$ cat src/verilog/rtcpa_regs.vh
`ifndef RTCPA_REGS_VH
`define RTCPA_REGS_VH

// register byte offsets
`define RTCPA_OFS_STROBE4_CTRL 8'h00
`define RTCPA_OFS_STROBE3_CTRL 8'h04
`define RTCPA_OFS_CAPTURE_CFG 8'h08
`define RTCPA_OFS_IRQ_STATUS3 8'h0C
`define RTCPA_OFS_SYNC_STATUS 8'h10
`define RTCPA_OFS_PEND_STATUS 8'h14
`define RTCPA_OFS_OUT_MASK 8'h18
`define RTCPA_OFS_CAPTURE3 8'h1C
`define RTCPA_OFS_CAPTURE4 8'h20
`define RTCPA_OFS_UNREAD_STATUS 8'h24

// sync status field positions
`define RTCPA_SYNC_STROBE4 3
`define RTCPA_SYNC_STROBE3 2
`define RTCPA_SYNC_CAPCFG 1
`define RTCPA_SYNC_IRQCLR 0

// pending status field positions
`define RTCPA_PEND_OUTMASK 15
`define RTCPA_PEND_CAP4 14
`define RTCPA_PEND_CAP3 13

// unread status field positions
`define RTCPA_UNREAD_CAP3 0
`define RTCPA_UNREAD_CAP4 1

// reset values
`define RTCPA_RST_DATA 16'h0000
`define RTCPA_RST_PEND_STATUS 16'h0000
`define RTCPA_RST_SYNCED 1'b1
`define RTCPA_READ_ZERO 32'h0000_0000

`endif

$ cat src/verilog/rtcpa_sync.v
`timescale 1ns/10ps
// two-flop synchroniser for the 32 kHz clock pin plus rising-edge tick
module rtcpa_sync (
    input wire clk_sys,
    input wire resetn,
    input wire lf_clk_pin,
    output wire lf_tick
);
    reg meta;
    reg stable;
    reg stable_d;

    always @(posedge clk_sys or negedge resetn) begin
        if (!resetn) begin
            meta <= 1'b0;
            stable <= 1'b0;
            stable_d <= 1'b0;
        end else begin
            meta <= lf_clk_pin;
            stable <= meta;
            stable_d <= stable;
        end
    end

    assign lf_tick = stable & ~stable_d;
endmodule // rtcpa_sync

$ cat src/verilog/rtcpa_post_chan.v
`timescale 1ns/10ps
`include "rtcpa_regs.vh"
// one posted-access slot: holds a queued access until the next 32 kHz tick
module rtcpa_post_chan (
    input wire clk_sys,
    input wire resetn,
    input wire post,
    input wire [15:0] post_data,
    input wire lf_tick,
    output reg pending,
    output reg synced,
    output reg [15:0] held_data,
    output wire execute
);
    assign execute = pending & lf_tick;

    always @(posedge clk_sys or negedge resetn) begin
        if (!resetn) begin
            pending <= 1'b0;
            synced <= `RTCPA_RST_SYNCED;
            held_data <= `RTCPA_RST_DATA;
        end else if (post && !pending) begin
            // a queued access refuses any newer one
            pending <= 1'b1;
            synced <= 1'b0;
            held_data <= post_data;
        end else if (execute) begin
            pending <= 1'b0;
            synced <= 1'b1;
        end
    end
endmodule // rtcpa_post_chan

$ cat src/verilog/rtcpa_top.v
`timescale 1ns/10ps
`include "rtcpa_regs.vh"
// Operation
// - sync bit 3 is 1 once strobe 4 control write is visible.
// - sync bit 2 is 1 once strobe 3 control write is visible.
// - sync bit 1 is 1 once capture config write is visible.
// - sync bit 0 is 1 once interrupt-clear write is visible.
// - pending register shows queued always-on capture and output accesses.
// - pending register only in second instance; first reads reset value.
// - pending bit 15 set while mask write queued; new writes refused.
// - pending bit 14 set while capture 4 read awaits unread clear.
// - pending bit 13 set while capture 3 read awaits unread clear.
module rtcpa_top #(
    parameter SECOND_INSTANCE = 1
) (
    input wire clk_sys,
    input wire resetn,
    input wire [7:0] address,
    input wire read,
    input wire write,
    input wire [31:0] writedata,
    input wire [3:0] byteenable,
    output reg [31:0] readdata,
    output wire waitrequest,
    input wire lf_clk_pin,
    input wire [15:0] irq_event,
    input wire cap3_event,
    input wire cap4_event,
    input wire [15:0] cap3_value,
    input wire [15:0] cap4_value,
    output reg [15:0] strobe4_ctrl,
    output reg [15:0] strobe3_ctrl,
    output reg [15:0] capture_cfg,
    output reg [15:0] out_mask,
    output reg [15:0] irq_status3
);
    wire lf_tick;
    reg ack;
    wire req;
    wire take;
    reg cap3_unread;
    reg cap4_unread;
    reg [15:0] cap3_data;
    reg [15:0] cap4_data;

    wire om_pend;
    wire r3_pend;
    wire r4_pend;
    wire s4_sync;
    wire s3_sync;
    wire cc_sync;
    wire ic_sync;
    wire [15:0] s4_hold;
    wire [15:0] s3_hold;
    wire [15:0] cc_hold;
    wire [15:0] ic_hold;
    wire [15:0] om_hold;
    wire s4_exec;
    wire s3_exec;
    wire cc_exec;
    wire ic_exec;
    wire om_exec;
    wire r3_exec;
    wire r4_exec;
    wire [15:0] sync_status;
    wire [15:0] pend_status;
    reg [31:0] next_readdata;

    // merges enabled byte lanes of the low half-word
    function [15:0] merge16;
        input [15:0] old_val;
        input [31:0] new_val;
        input [3:0] be;
        begin
            merge16[7:0] = be[0] ? new_val[7:0] : old_val[7:0];
            merge16[15:8] = be[1] ? new_val[15:8] : old_val[15:8];
        end
    endfunction

    // true when the bus address selects the given register
    function addr_hit;
        input [7:0] addr;
        input [7:0] ofs;
        begin
            addr_hit = (addr == ofs);
        end
    endfunction

    // one request slot: first cycle waits, second completes
    assign req = read | write;
    assign waitrequest = req & ~ack;
    assign take = req & ack;

    always @(posedge clk_sys or negedge resetn) begin
        if (!resetn) begin
            ack <= 1'b0;
        end else begin
            ack <= req & ~ack;
        end
    end

    rtcpa_sync u_sync (
        .clk_sys(clk_sys),
        .resetn(resetn),
        .lf_clk_pin(lf_clk_pin),
        .lf_tick(lf_tick)
    );

    wire wr_s4 = take & write & addr_hit(address, `RTCPA_OFS_STROBE4_CTRL);
    wire wr_s3 = take & write & addr_hit(address, `RTCPA_OFS_STROBE3_CTRL);
    wire wr_cc = take & write & addr_hit(address, `RTCPA_OFS_CAPTURE_CFG);
    wire wr_ic = take & write & addr_hit(address, `RTCPA_OFS_IRQ_STATUS3);
    wire wr_om = take & write & addr_hit(address, `RTCPA_OFS_OUT_MASK);
    wire rd_c3 = take & read & addr_hit(address, `RTCPA_OFS_CAPTURE3);
    wire rd_c4 = take & read & addr_hit(address, `RTCPA_OFS_CAPTURE4);

    rtcpa_post_chan u_s4 (
        .clk_sys(clk_sys),
        .resetn(resetn),
        .post(wr_s4),
        .post_data(merge16(strobe4_ctrl, writedata, byteenable)),
        .lf_tick(lf_tick),
        .pending(),
        .synced(s4_sync),
        .held_data(s4_hold),
        .execute(s4_exec)
    );

    rtcpa_post_chan u_s3 (
        .clk_sys(clk_sys),
        .resetn(resetn),
        .post(wr_s3),
        .post_data(merge16(strobe3_ctrl, writedata, byteenable)),
        .lf_tick(lf_tick),
        .pending(),
        .synced(s3_sync),
        .held_data(s3_hold),
        .execute(s3_exec)
    );

    rtcpa_post_chan u_cc (
        .clk_sys(clk_sys),
        .resetn(resetn),
        .post(wr_cc),
        .post_data(merge16(capture_cfg, writedata, byteenable)),
        .lf_tick(lf_tick),
        .pending(),
        .synced(cc_sync),
        .held_data(cc_hold),
        .execute(cc_exec)
    );

    // interrupt clear: ones in disabled lanes clear nothing
    rtcpa_post_chan u_ic (
        .clk_sys(clk_sys),
        .resetn(resetn),
        .post(wr_ic),
        .post_data(merge16(`RTCPA_RST_DATA, writedata, byteenable)),
        .lf_tick(lf_tick),
        .pending(),
        .synced(ic_sync),
        .held_data(ic_hold),
        .execute(ic_exec)
    );

    rtcpa_post_chan u_om (
        .clk_sys(clk_sys),
        .resetn(resetn),
        .post(wr_om),
        .post_data(merge16(out_mask, writedata, byteenable)),
        .lf_tick(lf_tick),
        .pending(om_pend),
        .synced(),
        .held_data(om_hold),
        .execute(om_exec)
    );

    rtcpa_post_chan u_r3 (
        .clk_sys(clk_sys),
        .resetn(resetn),
        .post(rd_c3),
        .post_data(`RTCPA_RST_DATA),
        .lf_tick(lf_tick),
        .pending(r3_pend),
        .synced(),
        .held_data(),
        .execute(r3_exec)
    );

    rtcpa_post_chan u_r4 (
        .clk_sys(clk_sys),
        .resetn(resetn),
        .post(rd_c4),
        .post_data(`RTCPA_RST_DATA),
        .lf_tick(lf_tick),
        .pending(r4_pend),
        .synced(),
        .held_data(),
        .execute(r4_exec)
    );

    // always-on copies take queued values on the tick
    always @(posedge clk_sys or negedge resetn) begin
        if (!resetn) begin
            strobe4_ctrl <= `RTCPA_RST_DATA;
            strobe3_ctrl <= `RTCPA_RST_DATA;
            capture_cfg <= `RTCPA_RST_DATA;
            out_mask <= `RTCPA_RST_DATA;
            irq_status3 <= `RTCPA_RST_DATA;
        end else begin
            if (s4_exec) begin
                strobe4_ctrl <= s4_hold;
            end
            if (s3_exec) begin
                strobe3_ctrl <= s3_hold;
            end
            if (cc_exec) begin
                capture_cfg <= cc_hold;
            end
            if (om_exec) begin
                out_mask <= om_hold;
            end
            // new events win over a clear in the same cycle
            if (ic_exec) begin
                irq_status3 <= (irq_status3 & ~ic_hold) | irq_event;
            end else begin
                irq_status3 <= irq_status3 | irq_event;
            end
        end
    end

    // capture channels: event latches value and marks unread
    always @(posedge clk_sys or negedge resetn) begin
        if (!resetn) begin
            cap3_unread <= 1'b0;
            cap4_unread <= 1'b0;
            cap3_data <= `RTCPA_RST_DATA;
            cap4_data <= `RTCPA_RST_DATA;
        end else begin
            if (cap3_event) begin
                cap3_data <= cap3_value;
            end
            if (cap4_event) begin
                cap4_data <= cap4_value;
            end
            if (cap3_event) begin
                cap3_unread <= 1'b1;
            end else if (r3_exec) begin
                cap3_unread <= 1'b0;
            end
            if (cap4_event) begin
                cap4_unread <= 1'b1;
            end else if (r4_exec) begin
                cap4_unread <= 1'b0;
            end
        end
    end

    assign sync_status[`RTCPA_SYNC_STROBE4] = s4_sync;
    assign sync_status[`RTCPA_SYNC_STROBE3] = s3_sync;
    assign sync_status[`RTCPA_SYNC_CAPCFG] = cc_sync;
    assign sync_status[`RTCPA_SYNC_IRQCLR] = ic_sync;
    assign sync_status[15:4] = 12'h000;

    assign pend_status[`RTCPA_PEND_OUTMASK] = om_pend;
    assign pend_status[`RTCPA_PEND_CAP4] = r4_pend;
    assign pend_status[`RTCPA_PEND_CAP3] = r3_pend;
    assign pend_status[12:0] = 13'h0;

    always @* begin
        next_readdata = `RTCPA_READ_ZERO;
        if (address == `RTCPA_OFS_STROBE4_CTRL) begin
            next_readdata[15:0] = strobe4_ctrl;
        end else if (address == `RTCPA_OFS_STROBE3_CTRL) begin
            next_readdata[15:0] = strobe3_ctrl;
        end else if (address == `RTCPA_OFS_CAPTURE_CFG) begin
            next_readdata[15:0] = capture_cfg;
        end else if (address == `RTCPA_OFS_IRQ_STATUS3) begin
            next_readdata[15:0] = irq_status3;
        end else if (address == `RTCPA_OFS_SYNC_STATUS) begin
            next_readdata[15:0] = sync_status;
        end else if (address == `RTCPA_OFS_PEND_STATUS) begin
            if (SECOND_INSTANCE != 0) begin
                next_readdata[15:0] = pend_status;
            end else begin
                next_readdata[15:0] = `RTCPA_RST_PEND_STATUS;
            end
        end else if (address == `RTCPA_OFS_OUT_MASK) begin
            next_readdata[15:0] = out_mask;
        end else if (address == `RTCPA_OFS_CAPTURE3) begin
            next_readdata[15:0] = cap3_data;
        end else if (address == `RTCPA_OFS_CAPTURE4) begin
            next_readdata[15:0] = cap4_data;
        end else if (address == `RTCPA_OFS_UNREAD_STATUS) begin
            next_readdata[`RTCPA_UNREAD_CAP3] = cap3_unread;
            next_readdata[`RTCPA_UNREAD_CAP4] = cap4_unread;
        end
    end

    always @(posedge clk_sys or negedge resetn) begin
        if (!resetn) begin
            readdata <= `RTCPA_READ_ZERO;
        end else if (read & ~ack) begin
            readdata <= next_readdata;
        end
    end
endmodule // rtcpa_top

$ cat config.mk
export PLATFORM = sky130hd
export DESIGN_NAME = rtcpa_top
export DESIGN_NICKNAME = d
export VERILOG_FILES = /design/src/verilog/rtcpa_sync.v /design/src/verilog/rtcpa_post_chan.v /design/src/verilog/rtcpa_top.v
export VERILOG_INCLUDE_DIRS = /design/src /design/src/verilog
export SDC_FILE = /design/constraint.sdc
export NUM_CORES = 1
export LEC_CHECK = 0
export BUFFER_PORTS_ARGS = -buffer_cell sky130_fd_sc_hd__buf_2
export CORE_MARGIN = 2
export CORE_UTILIZATION = 25
export CTS_CLUSTER_DIAMETER = 60
export DETAILED_ROUTE_END_ITERATION = 10
export SYNTH_ARGS = -nofsm -noshare
export SYNTH_HDL_FRONTEND = slang
export SYNTH_HIERARCHICAL = 1
export SYNTH_SLANG_ARGS = --single-unit
$ cat constraint.sdc
create_clock -name clk_sys -period 1.8 [get_ports clk_sys]
set_input_delay 0.09 -clock clk_sys [delete_from_list [all_inputs] [get_ports clk_sys]]
set_output_delay 0.09 -clock clk_sys [all_outputs]
set_load 0.01 [all_outputs]
Word-level counts from Yosys, hierarchy flattened
Index checks and enable logic that the tools add are counted.
Widths: inputs -> output; s select.

cells by class
  equal/unequal tests = 9
  muxes and demuxes = 46
  bitwise logic cells = 27
  reduce and logical (&&, ||, !) cells = 24

operator list
  kind                number
  $mux 16             9
  $mux 8              10
  $eq 8x5->1 const B  4
  $or 16x16->16       2
  $mux 1              24
  $and 1x1->1         20
  $reduce_bool 2->1   9
  $and 16x16->16      1
  $eq 8x4->1 const B  2
  $eq 8x6->1 const B  2
  $not 16->16         1
  $mux 14             1
  $eq 8x3->1 const B  1
  $logic_not 8->1     1
  $logic_and 1x1->1   7
  $logic_not 1->1     7
  $mux 2              2
  $not 1->1           2
  $or 1x1->1          1

storage, ports and cells
  register bits = 225
  bits of input ports = 99
  word-level logic and storage cells = 136

Depth between registers and ports, before layout
  depth in word-level cells = 11
  gate-level depth with buffers = 10
  gate-level depth less buffers = 6

Modules after synthesis
Netlist, hierarchy kept.

by module, submodules not included
  module           times used  cells each  area each (um^2)  sequential area each (um^2)
  rtcpa_top        1           788         7059.3            3278.1
  rtcpa_post_chan  7           43          738.2             451.7
  rtcpa_sync       1           4           88.8              75.1

Worst setup path before layout
No wires, ideal clock.

  path kind = input port to flip-flop
  start point = in address[7]
  end point = reg u_s3.held_data[1]
  setup time = 0.125 ns
  data arrival time = 2.085 ns
  setup slack = -0.410 ns
  stages = 9
  buffers on the path = 4
  cell sequence = or3_1 > buf_6 > nor3_4 > buf_2 > nor4b_1 > nor2b_2 > buf_6 > buf_12 > mux2_4

on the way
  longest elaborated chain between the ends = 3

ends and longest elaborated chain
  item                    line                  source
  start: declaration      rtcpa_top.v:18        input wire [7:0] address,
  $eq 8x3->1              rtcpa_top.v:85        addr_hit = (addr == ofs);
  $and 1x1->1             rtcpa_top.v:110       wire wr_s3 = take & write & addr_hit(address, `RTCPA_OFS_STROBE3_CTRL);
  net wr_s3               rtcpa_top.v:110
  $logic_and 1x1->1       rtcpa_post_chan.v:22  end else if (post && !pending) begin
  end signal: assignment  rtcpa_post_chan.v:21  held_data <= `RTCPA_RST_DATA;
  end signal: assignment  rtcpa_post_chan.v:26  held_data <= post_data;
  end: declaration        rtcpa_post_chan.v:12  output reg [15:0] held_data,

The timed path passes the listed nets, and every way through them passes these cells.
A chain may end at the register's enable or synchronous reset.

Worst setup path after layout
  start point = in write
  end point = out waitrequest

on the way
  longest elaborated chain between the ends = 2

ends and longest elaborated chain
  item                line            source
  start: declaration  rtcpa_top.v:20  input wire write,
  $or 1x1->1          rtcpa_top.v:90  assign req = read | write;
  $and 1x1->1         rtcpa_top.v:91  assign waitrequest = req & ~ack;
  end: declaration    rtcpa_top.v:24  output wire waitrequest,

Every way passes these cells.

==> metrics.md <==
| Metric | Value |
|---|---|
| Commonest non-fill, non-tap cell in the layout | `dfrtp_1` |
| Number of buffers added on ports | `177` |
| Fin area | `14400 um2` |
| Worst slew pin tran | `0.636 ns` |
| Tmin final | `1.70 ns` |
| Clock tree buffer depth | `3` |
| Outcome | `finished clean` |
| Initial antenna violation count | `5` |
| I/O pins | `212` |
| CTS tree | `yes` |
| Initial DRC Count | `845` |
| Gate Count Post-Synth | `1017` |
| Final max-slew violation count | `0` |
| Mapped Area | `11000 um2` |
| Final worst path period share | `0.945` |
| Critical path endpoint category | `output pin` |
| Share of layout cells above drive strength 1 | `0.347` |
| Routability cong. | `0.868` |
| Number of global-route vias before repair | `8883` |
| DP HPWL | `28.8 mm` |
| DIE AREA | `45600 um2` |
| Worst Setup Slack, final | `approximately 0.098 ns` |
| Post-route ant nets | `0` |
| Synth warn | `6` |
| # rows | `76` |
| Non-Filler Instances | `1899` |
| Clock input transition at the sequential cells of the worst setup and hold paths | `0.06 ns` |
| TritonRoute pass-1 iters | `5` |
| CP startpoint kind | `primary input` |
| Setup Buffers After CTS | `0` |
| H-tree depth | `1` |
| Vias per cell | `4.65` |
| Area Growth Syn to Fin | `31.4%` |
| RSZ-0062 raised after global routing | `no` |
| Final Util | `0.334` |
| Setup Skew | `0.0336 ns` |
| Data arrival, critical path | `1.61 ns` |
| Dpl cell area | `12900 um2` |
| Fill cells | `approximately 4400` |
| HP Class | `primary input to register` |
| Most frequent cells in the layout | `221 x dfrtp_1, 176 x buf_2, 168 x o21ai_0` |
| Area of the multi-input gates | `4430 um2` |
| Endpoints failing setup | `0` |
| Kind of critical path | `primary input to output pin` |
| Critical path peak fanout | `2` |
| Total gr overflow | `0` |
| Vias | `8824` |
| Clk sinks | `225` |
| Die Wd | `213 um` |
| DRC | `0` |
| Fin nets | `1392` |
| Fmax | `588 MHz` |
| TritonCTS buffer count | `27` |
| Clock Latency Late Sink | `0.55 ns` |
| Area of the core | `43200 um2` |
| Die Span Y | `213 um` |
| Mean Syn Cell Area | `about 11 um2` |
| Register area | `5640 um2` |
| Initial Utilization | `0.254` |
| Avg WL per Cell | `20.6 um` |
| Final Hold Fails | `0` |
| Leak | `roughly 6.8 nW` |
| First-pass GRT wire length | `~57 mm` |
| Pwr Density | `869 nW/um2` |
| Crit path required time | `approximately 1.7 ns` |
| Max-slew headroom | `0.575` |
| Max-cap viol count | `0` |
| Largest net degree at the start of global routing | `79` |
| CTS root buffer | `clkbuf_16` |
| Total track usage | `0.171` |
| Routed WL | `39.1 mm` |
| Worst slack, placed | `-0.286 ns` |
| Placed cell count | `1795` |
| Peak VDD IR | `slightly above 0.7 mV` |
[path summary, 6_finish.rpt]
check                      slack (ns)                  to  cells after the start          start
setup / recovery                  0.1         waitrequest                      6          write
hold / removal                   0.06  u_ic/held_data[15]                      5  writedata[15]
setup reg to reg                 0.13   u_cc/held_data[0]                      6            ack
hold reg to reg                  0.35       u_sync/stable                      0    u_sync/meta
max in group asynchronous        0.62   u_s4/held_data[3]                      3         resetn
min in group asynchronous        0.18        u_s4/pending                      3         resetn
[metal layers]
layer  global-route usage  vias to the layer above  routed length [um]
li1                     -                     4039                   -
met1                0.234                     4395               17200
met2                0.269                      343               17700
met3               0.0381                       47                3090
met4               0.0524                        0                1120
met5                    0                        -                   0
[flip-flops by register name, indices dropped and copies added, names as in the netlist, 16 cells and up]
name            cells
cap3_data          16
u_cc/held_data     16
u_s3/held_data     16
strobe4_ctrl       16
readdata           16
u_om/held_data     16
u_ic/held_data     16
out_mask           16
capture_cfg        16
irq_status3        16
u_s4/held_data     16
cap4_data          16
strobe3_ctrl       16
[report_power, final]
| group | switching (mW) | leakage (nW) | internal [mW] | total [mW] |
|---|---|---|---|---|
| clock | 2.22 | 0.487 | 3.90 | 6.12 |
| sequential | 0.118 | 2.94 | 5.21 | 5.32 |
| combinational | 0.617 | 3.33 | 0.471 | 1.09 |
| total | 2.96 | 6.75 | 9.57 | 12.5 |
[critical path, cell delays in order]
cell and delay, ns:
dlygate4sd3_1 0.55, buf_2 0.13, nor2_1 0.09, dlygate4sd3_1 0.57, nor2_2 0.05, buf_2 0.14
[what timing repair did]
action	CTS	global route
endpoints found under the setup margin	0	8
gates resized for setup	0	2
hold buffers	54	0
endpoints found under the hold margin	273	0
[cell type report]
type	count	share of cell area
tap	585	0.0508
sequential	225	0.391
timing repair buffer	316	0.156
antenna	1	0.000174
clock inverter	15	0.0188
clock buffer	34	0.0508
inverter	97	0.0253
multi-input combinational	626	0.307
[per-stage QoR]
step | hold slack [ns] | TNS, ns | power [mW]
6_report | 0.0594 | 0 | 12.5
5_1_grt | 0.0499 | 0 | 13.0
4_1_cts | 0.0336 | 0 | 12.6
3_5_place_dp | -0.0428 | -15.20 | 6.40
3_3_place_gp | -0.0436 | -14.99 | 6.38
2_1_floorplan | -0.206 | -7.65 | 5.83
Note: power is estimated with default switching activity, not from simulation.
